### config.mk
export PLATFORM = sky130hd
export DESIGN_NAME = status_and_tick_registers
export DESIGN_NICKNAME = d
export VERILOG_FILES = /design/src/shared/status_tick_pkg.sv /design/src/rtl/status_and_tick_registers.sv /design/src/rtl/tick_counter.sv
export SDC_FILE = /design/constraint.sdc
export NUM_CORES = 1
export LEC_CHECK = 0
export BUFFER_PORTS_ARGS = -buffer_cell sky130_fd_sc_hd__clkbuf_2
export CORE_MARGIN = 4
export CORE_UTILIZATION = 58
export DETAILED_ROUTE_END_ITERATION = 6
export GPL_ROUTABILITY_DRIVEN = 0
export PLACE_DENSITY = 0.79
export SYNTH_ARGS = -nofsm -noshare
export SYNTH_HDL_FRONTEND = slang
export SYNTH_HIERARCHICAL = 1
export SYNTH_SLANG_ARGS = --single-unit
export TNS_END_PERCENT = 5
### constraint.sdc
create_clock -name mclk -period 3.5 [get_ports mclk]
set_clock_uncertainty 0.15 [all_clocks]
set_input_delay 0.175 -clock mclk [delete_from_list [all_inputs] [get_ports mclk]]
set_output_delay 0.175 -clock mclk [all_outputs]
set_load 0.005 [all_outputs]
### src/shared/status_tick_pkg.sv
/*
 Constants, field positions, reset values and carrier types shared by the status and tick register block.
 Assumes a 200 MHz block clock and a 10 MHz primary oscillator rate that is derived from it.
*/
package status_tick_pkg;

	// Register addresses on the documented read port.
	localparam logic [7:0] ADDR_TICK = 8'h00;
	localparam logic [7:0] ADDR_SUMMARY = 8'h01;
	localparam logic [7:0] ADDR_SUPPLY = 8'h02;
	localparam logic [7:0] ADDR_MEMTEMP = 8'h03;

	// Summary register bit positions.
	localparam int SUM_DSP = 7;
	localparam int SUM_COMM = 5;
	localparam int SUM_MEM = 4;
	localparam int SUM_SUPPLY = 3;
	localparam int SUM_TEST = 2;
	localparam int SUM_RESET = 1;
	localparam int SUM_INIT = 0;

	// Supply and integrity register bit positions.
	localparam int SUP_LOW = 7;
	localparam int SUP_ANALOG = 3;
	localparam int SUP_DIGITAL = 2;
	localparam int SUP_OTP = 1;
	localparam int SUP_SEAL = 0;

	// Memory and temperature register bit positions.
	localparam int MEM_FACTORY = 7;
	localparam int MEM_USER_OTP = 6;
	localparam int MEM_USER_RW = 5;
	localparam int MEM_WRITE_ACTIVE = 4;
	localparam int MEM_TEMP = 2;

	// Values after reset.
	localparam logic [7:0] TICK_RESET = 8'h00;
	localparam logic TEST_RESET = 1'b0;
	localparam logic RESET_FLAG_RESET = 1'b1;
	localparam logic INIT_FLAG_RESET = 1'b1;
	localparam logic [4:0] SUPPLY_FLAGS_RESET = 5'h00;
	localparam logic [3:0] MEM_FLAGS_RESET = 4'h0;
	localparam logic [7:0] RD_DATA_RESET = 8'h00;

	// Clock and oscillator timing.
	localparam int MCLK_PERIOD_PS = 5000;
	localparam int OSC_PERIOD_PS = 100000;
	localparam int OSC_CYCLES = OSC_PERIOD_PS / MCLK_PERIOD_PS;
	localparam int PRESCALE_DIV = 1000;
	localparam int TICK_PERIOD_CYCLES = OSC_CYCLES * PRESCALE_DIV;

	// Supply recovery time and data valid delay.
	localparam int SUPPLY_RECOVERY_TIME_US = 10;
	localparam int RECOVERY_CYCLES = (SUPPLY_RECOVERY_TIME_US * 1000000 + MCLK_PERIOD_PS - 1) / MCLK_PERIOD_PS;
	localparam int DATA_VALID_DELAY_US = 1000;
	localparam int DATA_VALID_CYCLES = (DATA_VALID_DELAY_US * 1000000 + MCLK_PERIOD_PS - 1) / MCLK_PERIOD_PS;

	typedef logic [7:0] tick_t;
	typedef logic [9:0] prescale_t;
	typedef logic [4:0] osc_div_t;
	typedef logic [11:0] recover_t;
	typedef logic [17:0] init_count_t;
	typedef logic [15:0] gap_t;

	// Analog supply and integrity monitor levels.
	typedef struct packed {
		logic supply_low;
		logic analog_regulator_fault;
		logic digital_regulator_fault;
		logic otp_regulator_fault;
		logic edge_seal_break;
	} supply_mon_t;

	// Pressure path DSP status levels.
	typedef struct packed {
		logic selftest_unfinished;
		logic common_mode_fault;
		logic selftest_fault;
	} dsp_stat_t;

	// Memory and temperature fault event pulses.
	typedef struct packed {
		logic factory_otp;
		logic user_otp;
		logic user_rw;
		logic temperature_range_fault;
	} mem_evt_t;

endpackage

### src/rtl/status_and_tick_registers.sv
/*
 Rolling tick register, summary status, supply and integrity status and memory status registers.
 Assumes read strobes, DSP, memory and report signals come from logic on mclk; supply monitors are asynchronous.
*/
//
// Contract
// [RULE1] A read-only 8-bit rolling counter runs freely and reads its present count.
// [RULE2] A 10-bit prescaler divides the oscillator by 1000; one step per 100 us.
// [RULE3] All status registers are read-only and readable from either serial interface.
// [RULE4] Summary bit 7 is the OR of the three DSP status faults.
// [RULE5] Summary bit 5 follows the communication fault flag.
// [RULE6] Summary bit 4 is the OR of the memory and temperature status bits.
// [RULE7] Summary bit 3 is the OR of the supply and integrity status bits.
// [RULE8] Summary bit 2 shows test mode; only test operation or power cycle clears it.
// [RULE9] Summary bit 1 sets at reset; clears on summary read or status report.
// [RULE10] Summary bit 0 sets at reset; clears when sensor data first becomes valid.
// [RULE11] The host ignores supply flags during power-on or soft reset.
// [RULE12] One shared recovery timer reloads on any supply error; clearing follows disable setting.
// [RULE13] Supply bit 7 sets when supply voltage is reported low.
// [RULE14] Supply bit 3 sets on an analog regulator out-of-range report.
// [RULE15] Supply bit 2 sets on a digital regulator out-of-range report.
// [RULE16] Supply bit 1 sets on an OTP regulator out-of-range report.
// [RULE17] Supply bit 0 sets on an edge seal break and resets to zero.
// [RULE18] Memory fault and temperature bits clear on their register read or status report.
// [RULE19] The OTP write-active bit clears itself when the write finishes.
// [RULE20] The counter resets to zero; reserved bits read zero; writes are ignored.
// [RULE21] Summary resets with bits 7, 1, 0 set and bits 5, 4, 2 clear; here bits 7 and 5 follow dsp_stat and comm_fault_flag.
`timescale 1ns/1ps
module status_and_tick_registers #(
	parameter int DATA_VALID_CYCLES = status_tick_pkg::DATA_VALID_CYCLES
) (
	input wire logic mclk,
	input wire logic nrst,
	input wire logic rd_req,
	input wire logic [7:0] rd_addr,
	output logic [7:0] rd_data_q,
	output logic rd_valid_q,
	input wire status_tick_pkg::supply_mon_t supply_mon,
	input wire logic supply_report_disable,
	input wire status_tick_pkg::dsp_stat_t dsp_stat,
	input wire logic comm_fault_flag,
	input wire status_tick_pkg::mem_evt_t mem_evt,
	input wire logic otp_write_busy,
	input wire logic test_enter,
	input wire logic test_exit,
	input wire logic summary_reported,
	input wire logic memtemp_reported,
	output logic test_active_flag_q,
	output logic initializing_flag_q
);
	function automatic logic addr_hit(input logic [7:0] addr, input logic [7:0] target);
		addr_hit = (addr == target);
	endfunction

	// Reset release synchroniser.
	logic rst_meta_q;
	logic rst_n_q;

	always_ff @(posedge mclk or negedge nrst) begin
		if (!nrst) begin
			rst_meta_q <= 1'b0;
			rst_n_q <= 1'b0;
		end else begin
			rst_meta_q <= 1'b1;
			rst_n_q <= rst_meta_q;
		end
	end

	// Rolling tick counter.
	status_tick_pkg::tick_t tick_q;

	tick_counter #(
		.OSC_CYCLES(status_tick_pkg::OSC_CYCLES),
		.PRESCALE_DIV(status_tick_pkg::PRESCALE_DIV)
	) u_tick (
		.mclk(mclk),
		.rst_n(rst_n_q),
		.count_q(tick_q)
	);

	// Supply monitor synchroniser.
	status_tick_pkg::supply_mon_t sup_meta_q;
	status_tick_pkg::supply_mon_t sup_sync_q;

	always_ff @(posedge mclk or negedge rst_n_q) begin
		if (!rst_n_q) begin
			sup_meta_q <= '0;
			sup_sync_q <= '0;
		end else begin
			sup_meta_q <= supply_mon;
			sup_sync_q <= sup_meta_q;
		end
	end

	// Read strobes decoded per register.
	wire rd_summary = rd_req && addr_hit(rd_addr, status_tick_pkg::ADDR_SUMMARY); // RULE9
	wire rd_memtemp = rd_req && addr_hit(rd_addr, status_tick_pkg::ADDR_MEMTEMP); // RULE18

	// Supply flags and shared recovery timer.
	logic [4:0] sup_flag_q;
	logic [4:0] sup_flag_d;
	status_tick_pkg::recover_t recover_q;
	status_tick_pkg::recover_t recover_d;
	wire [4:0] sup_live = {
		sup_sync_q.supply_low, // RULE13
		sup_sync_q.analog_regulator_fault, // RULE14
		sup_sync_q.digital_regulator_fault, // RULE15
		sup_sync_q.otp_regulator_fault, // RULE16
		sup_sync_q.edge_seal_break // RULE17
	};
	wire sup_any = |sup_live;
	wire recover_done = (recover_q == '0) && !sup_any;
	wire [4:0] sup_clear = supply_report_disable ? ~sup_live : {5{recover_done}}; // RULE12

	assign recover_d = sup_any ? status_tick_pkg::recover_t'(status_tick_pkg::RECOVERY_CYCLES - 1) :
		(recover_q == '0) ? recover_q : recover_q - 1'b1; // RULE12
	assign sup_flag_d = sup_live | (sup_flag_q & ~sup_clear);

	always_ff @(posedge mclk or negedge rst_n_q) begin
		if (!rst_n_q) begin
			recover_q <= '0;
			sup_flag_q <= status_tick_pkg::SUPPLY_FLAGS_RESET; // RULE17
		end else begin
			recover_q <= recover_d;
			sup_flag_q <= sup_flag_d;
		end
	end

	// Memory and temperature flags, cleared by read or report with set winning.
	logic [3:0] mem_flag_q;
	logic [3:0] mem_flag_d;
	logic write_active_q;
	wire mem_clear = rd_memtemp || memtemp_reported;

	assign mem_flag_d = mem_evt | (mem_flag_q & {4{!mem_clear}}); // RULE18

	always_ff @(posedge mclk or negedge rst_n_q) begin
		if (!rst_n_q) begin
			mem_flag_q <= status_tick_pkg::MEM_FLAGS_RESET;
			write_active_q <= 1'b0;
		end else begin
			mem_flag_q <= mem_flag_d;
			write_active_q <= otp_write_busy; // RULE19
		end
	end

	// Test mode, reset-occurred and initializing flags.
	logic reset_occurred_flag_q;
	status_tick_pkg::init_count_t init_cnt_q;
	wire init_last = (init_cnt_q == status_tick_pkg::init_count_t'(DATA_VALID_CYCLES - 1));

	always_ff @(posedge mclk or negedge rst_n_q) begin
		if (!rst_n_q) begin
			test_active_flag_q <= status_tick_pkg::TEST_RESET; // RULE21
			reset_occurred_flag_q <= status_tick_pkg::RESET_FLAG_RESET; // RULE21
			initializing_flag_q <= status_tick_pkg::INIT_FLAG_RESET; // RULE21
			init_cnt_q <= '0;
		end else begin
			if (test_enter) begin
				test_active_flag_q <= 1'b1; // RULE8
			end else if (test_exit) begin
				test_active_flag_q <= 1'b0; // RULE8
			end
			if (rd_summary || summary_reported) begin
				reset_occurred_flag_q <= 1'b0; // RULE9
			end
			if (initializing_flag_q) begin
				init_cnt_q <= init_cnt_q + 1'b1;
				if (init_last) begin
					initializing_flag_q <= 1'b0; // RULE10
				end
			end
		end
	end

	// Register images, reserved bits zero.
	wire [7:0] memtemp_img = {mem_flag_q[3], mem_flag_q[2], mem_flag_q[1], write_active_q,
		1'b0, mem_flag_q[0], 1'b0, 1'b0}; // RULE20
	wire [7:0] supply_img = {sup_flag_q[4], 3'h0, sup_flag_q[3:0]}; // RULE20
	wire dsp_fault = dsp_stat.selftest_unfinished | dsp_stat.common_mode_fault | dsp_stat.selftest_fault; // RULE4
	wire [7:0] summary_img = {
		dsp_fault, // RULE4
		1'b0, // RULE20
		comm_fault_flag, // RULE5
		|memtemp_img, // RULE6
		|supply_img, // RULE7
		test_active_flag_q, // RULE8
		reset_occurred_flag_q, // RULE9
		initializing_flag_q // RULE10
	};
	wire [7:0] rd_mux = addr_hit(rd_addr, status_tick_pkg::ADDR_TICK) ? tick_q : // RULE1
		addr_hit(rd_addr, status_tick_pkg::ADDR_SUMMARY) ? summary_img : // RULE3
		addr_hit(rd_addr, status_tick_pkg::ADDR_SUPPLY) ? supply_img : // RULE3
		addr_hit(rd_addr, status_tick_pkg::ADDR_MEMTEMP) ? memtemp_img : 8'h00; // RULE3

	// Read port; the answer carries the value from before any clear-on-read.
	always_ff @(posedge mclk or negedge rst_n_q) begin
		if (!rst_n_q) begin
			rd_data_q <= status_tick_pkg::RD_DATA_RESET;
			rd_valid_q <= 1'b0;
		end else begin
			rd_valid_q <= rd_req;
			if (rd_req) begin
				rd_data_q <= rd_mux; // RULE3
			end
		end
	end

	// Helper that measures the spacing between tick steps.
	status_tick_pkg::tick_t tick_prev_q;
	status_tick_pkg::gap_t gap_q;
	logic gap_seen_q;
	wire tick_changed = (tick_q != tick_prev_q);

	always_ff @(posedge mclk or negedge rst_n_q) begin
		if (!rst_n_q) begin
			tick_prev_q <= status_tick_pkg::TICK_RESET;
			gap_q <= '0;
			gap_seen_q <= 1'b0;
		end else begin
			tick_prev_q <= tick_q;
			gap_q <= tick_changed ? '0 : gap_q + 1'b1;
			if (tick_changed) begin
				gap_seen_q <= 1'b1;
			end
		end
	end

	property p_tick_step;
		@(posedge mclk) disable iff (!rst_n_q)
		tick_changed |-> tick_q == tick_prev_q + 8'h01;
	endproperty
	a_tick_step: assert property (p_tick_step) else $error("Tick moved by other than one."); // RULE2

	property p_tick_spacing;
		@(posedge mclk) disable iff (!rst_n_q)
		(tick_changed && gap_seen_q) |-> gap_q == status_tick_pkg::gap_t'(status_tick_pkg::TICK_PERIOD_CYCLES - 1);
	endproperty
	a_tick_spacing: assert property (p_tick_spacing) else $error("Tick step spacing wrong."); // RULE2

	property p_tick_read;
		@(posedge mclk) disable iff (!rst_n_q)
		(rd_req && rd_addr == status_tick_pkg::ADDR_TICK) |=> rd_valid_q && rd_data_q == $past(tick_q);
	endproperty
	a_tick_read: assert property (p_tick_read) else $error("Tick read returned wrong value."); // RULE1

	property p_dsp_bit;
		@(posedge mclk) disable iff (!rst_n_q)
		rd_summary |=> rd_data_q[status_tick_pkg::SUM_DSP] == $past(|dsp_stat);
	endproperty
	a_dsp_bit: assert property (p_dsp_bit) else $error("DSP fault bit does not match DSP status."); // RULE4

	property p_comm_bit;
		@(posedge mclk) disable iff (!rst_n_q)
		rd_summary |=> rd_data_q[status_tick_pkg::SUM_COMM] == $past(comm_fault_flag) && !rd_data_q[6];
	endproperty
	a_comm_bit: assert property (p_comm_bit) else $error("Communication bit or reserved bit wrong."); // RULE5

	property p_reset_flag_clear;
		@(posedge mclk) disable iff (!rst_n_q)
		rd_summary |=> rd_data_q[status_tick_pkg::SUM_RESET] == $past(reset_occurred_flag_q) ##1 !reset_occurred_flag_q;
	endproperty
	a_reset_flag_clear: assert property (p_reset_flag_clear) else $error("Reset flag not cleared by read."); // RULE9

	property p_init_fall;
		@(posedge mclk) disable iff (!rst_n_q)
		$fell(initializing_flag_q) |-> $past(init_cnt_q) == status_tick_pkg::init_count_t'(DATA_VALID_CYCLES - 1);
	endproperty
	a_init_fall: assert property (p_init_fall) else $error("Initializing flag cleared early or late."); // RULE10

	property p_supply_set;
		@(posedge mclk) disable iff (!rst_n_q)
		sup_sync_q.supply_low |=> sup_flag_q[4] ##1 recover_q != '0;
	endproperty
	a_supply_set: assert property (p_supply_set) else $error("Supply low flag not set."); // RULE13

	property p_supply_hold;
		@(posedge mclk) disable iff (!rst_n_q)
		($fell(|sup_flag_q) && !$past(supply_report_disable)) |-> $past(recover_q) == '0;
	endproperty
	a_supply_hold: assert property (p_supply_hold) else $error("Supply flags cleared before recovery."); // RULE12

	property p_mem_clear;
		@(posedge mclk) disable iff (!rst_n_q)
		(rd_memtemp && mem_evt == '0) |=> mem_flag_q == '0;
	endproperty
	a_mem_clear: assert property (p_mem_clear) else $error("Memory flags not cleared by read."); // RULE18

	property p_test_hold;
		@(posedge mclk) disable iff (!rst_n_q)
		(test_active_flag_q && !test_exit) |=> test_active_flag_q;
	endproperty
	a_test_hold: assert property (p_test_hold) else $error("Test mode cleared without exit."); // RULE8

	property p_valid_follow;
		@(posedge mclk) disable iff (!rst_n_q)
		1'b1 |=> rd_valid_q == $past(rd_req);
	endproperty
	a_valid_follow: assert property (p_valid_follow) else $error("Read answer strobe does not follow request."); // RULE3

	property p_supply_reserved;
		@(posedge mclk) disable iff (!rst_n_q)
		(rd_req && rd_addr == status_tick_pkg::ADDR_SUPPLY) |=> rd_data_q[6:4] == 3'h0;
	endproperty
	a_supply_reserved: assert property (p_supply_reserved) else $error("Supply reserved bits not zero."); // RULE20

	property p_supply_summary;
		@(posedge mclk) disable iff (!rst_n_q)
		rd_summary |=> rd_data_q[status_tick_pkg::SUM_SUPPLY] == $past(|sup_flag_q);
	endproperty
	a_supply_summary: assert property (p_supply_summary) else $error("Summary supply bit wrong."); // RULE7

	property p_mem_summary;
		@(posedge mclk) disable iff (!rst_n_q)
		rd_summary |=> rd_data_q[status_tick_pkg::SUM_MEM] == $past(|mem_flag_q || write_active_q);
	endproperty
	a_mem_summary: assert property (p_mem_summary) else $error("Summary memory bit wrong."); // RULE6

	property p_test_enter;
		@(posedge mclk) disable iff (!rst_n_q)
		test_enter |=> test_active_flag_q;
	endproperty
	a_test_enter: assert property (p_test_enter) else $error("Test mode not entered."); // RULE8

	property p_init_stays_clear;
		@(posedge mclk) disable iff (!rst_n_q)
		!initializing_flag_q |=> !initializing_flag_q;
	endproperty
	a_init_stays_clear: assert property (p_init_stays_clear) else $error("Initializing flag set again."); // RULE10

	property p_write_active;
		@(posedge mclk) disable iff (!rst_n_q)
		1'b1 |=> write_active_q == $past(otp_write_busy);
	endproperty
	a_write_active: assert property (p_write_active) else $error("Write active bit does not follow write."); // RULE19

	property p_analog_set;
		@(posedge mclk) disable iff (!rst_n_q)
		sup_sync_q.analog_regulator_fault |=> sup_flag_q[3];
	endproperty
	a_analog_set: assert property (p_analog_set) else $error("Analog regulator flag not set."); // RULE14

	property p_digital_set;
		@(posedge mclk) disable iff (!rst_n_q)
		sup_sync_q.digital_regulator_fault |=> sup_flag_q[2];
	endproperty
	a_digital_set: assert property (p_digital_set) else $error("Digital regulator flag not set."); // RULE15

	property p_otp_set;
		@(posedge mclk) disable iff (!rst_n_q)
		sup_sync_q.otp_regulator_fault |=> sup_flag_q[1];
	endproperty
	a_otp_set: assert property (p_otp_set) else $error("OTP regulator flag not set."); // RULE16

	c_tick_wrap: cover property (@(posedge mclk) disable iff (!rst_n_q) tick_prev_q == 8'hff && tick_q == 8'h00);
	c_init_done: cover property (@(posedge mclk) disable iff (!rst_n_q) $fell(initializing_flag_q));
	c_supply_recover: cover property (@(posedge mclk) disable iff (!rst_n_q) $fell(|sup_flag_q));
	c_mem_read: cover property (@(posedge mclk) disable iff (!rst_n_q) rd_memtemp && mem_flag_q != '0);
endmodule

### src/rtl/tick_counter.sv
/*
 Free-running rolling tick counter with oscillator divider and 10-bit prescaler.
 Assumes an active-low reset whose release is already synchronised to mclk.
*/
`timescale 1ns/1ps
module tick_counter #(
	parameter int OSC_CYCLES = status_tick_pkg::OSC_CYCLES,
	parameter int PRESCALE_DIV = status_tick_pkg::PRESCALE_DIV
) (
	input wire logic mclk,
	input wire logic rst_n,
	output status_tick_pkg::tick_t count_q
);
	status_tick_pkg::osc_div_t osc_q;
	status_tick_pkg::prescale_t pre_q;
	wire osc_tick = (osc_q == status_tick_pkg::osc_div_t'(OSC_CYCLES - 1));
	wire pre_wrap = osc_tick && (pre_q == status_tick_pkg::prescale_t'(PRESCALE_DIV - 1));

	always_ff @(posedge mclk or negedge rst_n) begin
		if (!rst_n) begin
			osc_q <= '0;
			pre_q <= '0;
			count_q <= status_tick_pkg::TICK_RESET; // RULE20
		end else begin
			osc_q <= osc_tick ? '0 : osc_q + 1'b1;
			if (osc_tick) begin
				pre_q <= pre_wrap ? '0 : pre_q + 1'b1; // RULE2
			end
			if (pre_wrap) begin
				count_q <= count_q + 1'b1; // RULE2
			end
		end
	end
endmodule

==> flow_metrics.env <==
export IMPL_drc=0
export IMPL_timing_setup_tns_ns=0
export IMPL_antenna_left=0
export IMPL_cp_top_family="simple AND/OR/NAND/NOR gates"
export IMPL_drtIter0Drc=128
export IMPL_grt_use_total=0.198
export IMPL_drive_above_1_share=0.186
export IMPL_path_cells="ha_1, nand4bb_4, nor4_4, mux2_2"
export IMPL_fmax_ghz=0.442
export IMPL_period_share=0.646
export IMPL_dp_cells=439
export IMPL_cts_made_buffers=9
export IMPL_clock_latency_ns=0.35
export IMPL_die_width_um=89.7
export IMPL_synth_seq_cells=87
export IMPL_sw_frac_of_total=0.200
export IMPL_synth_commonest_cells="dfrtp_1, xnor2_1, nand2_1, nor2_1"
export IMPL_core_area_mm2=0.00642
export IMPL_critPathBufInv=0
export IMPL_power_frac_seq=0.516
export IMPL_clockPowerShare=0.450
export IMPL_clkSinkCount=87
export IMPL_slowest_stage="nor4_4"
export IMPL_power_density_mw_per_mm2=446
export IMPL_switchingPower_mw=0.406
export IMPL_status="completed"
export IMPL_drv_slew=0
export IMPL_place_hpwl_um=4740
export IMPL_finalNetCount=425
export IMPL_synth_most_common_cell="dfrtp_1"
export IMPL_route_detailed_vias_per_inst=5.76
export IMPL_syn_avg_cell_area_um2=11.8
export IMPL_cp_end_kind="flip-flop"
export IMPL_rsz0062_at_grt="no"
export IMPL_drv_cap=0
export IMPL_cts_root_buf="clkbuf_8"
export IMPL_synthToLayoutAreaGrowth_pct=17.9
export IMPL_cts_max_level=3
export IMPL_die_area_mm2=0.00804
export IMPL_slowest_delay_ns=0.74
export IMPL_wl_per_cell_um=15.5
export IMPL_die_h_um=89.7
export IMPL_wl_um=7280
export IMPL_report_final_hold_viol_count=0
export IMPL_relSlewSlack=0.289
export IMPL_synth_flop_cell="dfrtp_1"
export IMPL_irDropWorstVdd_mv=0.301
export IMPL_synth_area_leader_cell="dfrtp_1"
export IMPL_cts_resized_gates=0
export IMPL_cts_tree="built"
export IMPL_hp_class="in2reg"
export IMPL_worstSetupPathType="reg2reg"
export IMPL_start_util=0.602
export IMPL_cp_start_kind="flip-flop"
export IMPL_grt_pass1_wl_um=12300
export IMPL_ys_types=55
export IMPL_antenna_found_initial=0
export IMPL_syn_cell_area_mm2=0.00387
export IMPL_clockBufferDepth=2
export IMPL_busiest_layer="met2"
export IMPL_internal_power_mw=1.63
export IMPL_io_buffer_count=40
export IMPL_tightest_slew_ns=1.07
export IMPL_first_global_vias=2678
export IMPL_finalPower_mw=2.03
export IMPL_critical_path_arrival_ns=2.35
export IMPL_vias=2709
export IMPL_synth_seq_area_share=0.564
export IMPL_synth_area_top_cells="dfrtp_1, xnor2_1, nand4_1"
export IMPL_cts_reportedPaths_clkPinSlew_ns=0.09
export IMPL_worst_slack_ns=1.24
export IMPL_synth_enable_flop_cells=0
export IMPL_first_pass_iters=4
export IMPL_period_needed_ns=2.26
export IMPL_p_leak_nw=2.05
export IMPL_synthCells=329
export IMPL_yosysWarnings=6
export IMPL_power_frac_comb=0.033
export IMPL_required_ns=3.59
export IMPL_met1_usage=0.263
export IMPL_grt_ovfl_total=0
export IMPL_place_ws_ns=1.25
export IMPL_setup_viol=0
export IMPL_antennaDiodeCount=0
export IMPL_use_met2=0.318
export IMPL_use_met3=0.0411
export IMPL_grt_max_degree=86
export IMPL_ios=41
export IMPL_synth_fp_nets=365
export IMPL_synth_top_cell_area_share=0.550
export IMPL_crit_fanout=16
export IMPL_num_rows=29
export IMPL_ys_async_sr_fraction=1.00
export IMPL_instances_no_fill=470
[area by class of cell]
type                            count  area [um^2]
Tap cell                           77         96.3
Fill cell                         473         1860
Clock inverter                      5          129
Multi-Input combinational cell    221         1600
Sequential cell                    87         2180
Inverter                           14         52.6
Clock buffer                       10          138
Timing Repair Buffer               56          360
[layer usage]
metal | wire length (um) | up-vias
li1 | - | 1304
met1 | 3390 | 1342
met2 | 3520 | 59
met3 | 314 | 4
met4 | 55 | 0
met5 | 0 | -
[sequential cells by signal, indices dropped and copies added, names as in the netlist, 4 cells and up]
register and cells:
init_cnt_q 18, recover_q 12, u_tick/pre_q 10, rd_data_q 8, u_tick/count_q 8, sup_flag_q 5
sup_live 5, sup_meta_q 5, u_tick/osc_q 5, mem_flag_q 4
[worst min-delay path: stages]
cell      delay [ns]
clkbuf_2        0.10
nor3_4          0.07
nand3_1         0.07
o21ai_0         0.07
[power groups by stage]
stage                     sequential [mW]  combinational [mW]  clock [mW]
after floorplan                      1.06              0.0274           0
after global placement               1.07              0.0506           0
after detailed placement             1.07              0.0523           0
after CTS                            1.05              0.0668       0.929
after global routing                 1.06              0.0741       0.978
final                                1.05              0.0673       0.916
[cells by family (layout without fill, tap and decap cells)]
group / count (synthesis) / count (layout) / synth area share
other: 1 / 1 / 0.000970
XOR/XNOR: 34 / 34 / 0.0770
flip-flops: 87 / 87 / 0.564
adder cells (fa/ha/maj): 6 / 6 / 0.0194
multiplexers: 10 / 10 / 0.0333
AND/OR/NAND/NOR: 120 / 120 / 0.196
buffers and inverters: 21 / 85 / 0.0230
AO/OA/AOI/OAI: 50 / 50 / 0.0867
[timing repair]
action	4_1_cts	5_1_grt
hold endpoints to repair	15	0
buffers inserted	0	0
hold buffers	16	0
[final timing paths]
kind                                 start                end  slack, ns  cells after the start
setup / recovery           u_tick/osc_q[0]  u_tick/count_q[1]       1.24                      4
hold / removal                  rd_addr[4]       rd_data_q[4]       0.03                      4
setup reg to reg           u_tick/osc_q[0]  u_tick/count_q[1]       1.24                      4
hold reg to reg              sup_meta_q[4]        sup_live[4]       0.20                      0
max in group asynchronous          rst_n_q       recover_q[7]       2.14                      0
min in group asynchronous          rst_n_q      sup_meta_q[3]       0.39                      0
[per-stage QoR]
| stage | hold slack [ns] | util | cell area, um^2 |
|---|---|---|---|
| finish | 0.0289 | 0.710 | 4560 |
| global route | 0.0322 | 0.710 | 4560 |
| CTS | 0.0125 | 0.710 | 4560 |
| detailed placement | -0.186 | 0.643 | 4130 |
| global placement | -0.189 | 0.643 | 4130 |
| floorplan | -0.271 | - | 3870 |
[placed cells by master (no fill, tap or decap), types with 4 or more instances in the layout]
cell and count:
nor3_1 5, mux2i_1 5, dfrtp_1 84, nor2_1 16, clkbuf_8 10, ha_1 6, bufinv_16 4, xor2_1 9
inv_1 14, nor4_1 5, nand3_1 11, xnor2_1 25, a21o_1 10, nor2b_1 4, nand2b_1 6, o21ai_0 13
or4_1 8, nand4_1 14, a21oi_1 8, and3_1 6, clkbuf_2 40, nand2_1 22, dlygate4sd3_1 16
(Power assumes the default switching activity.)
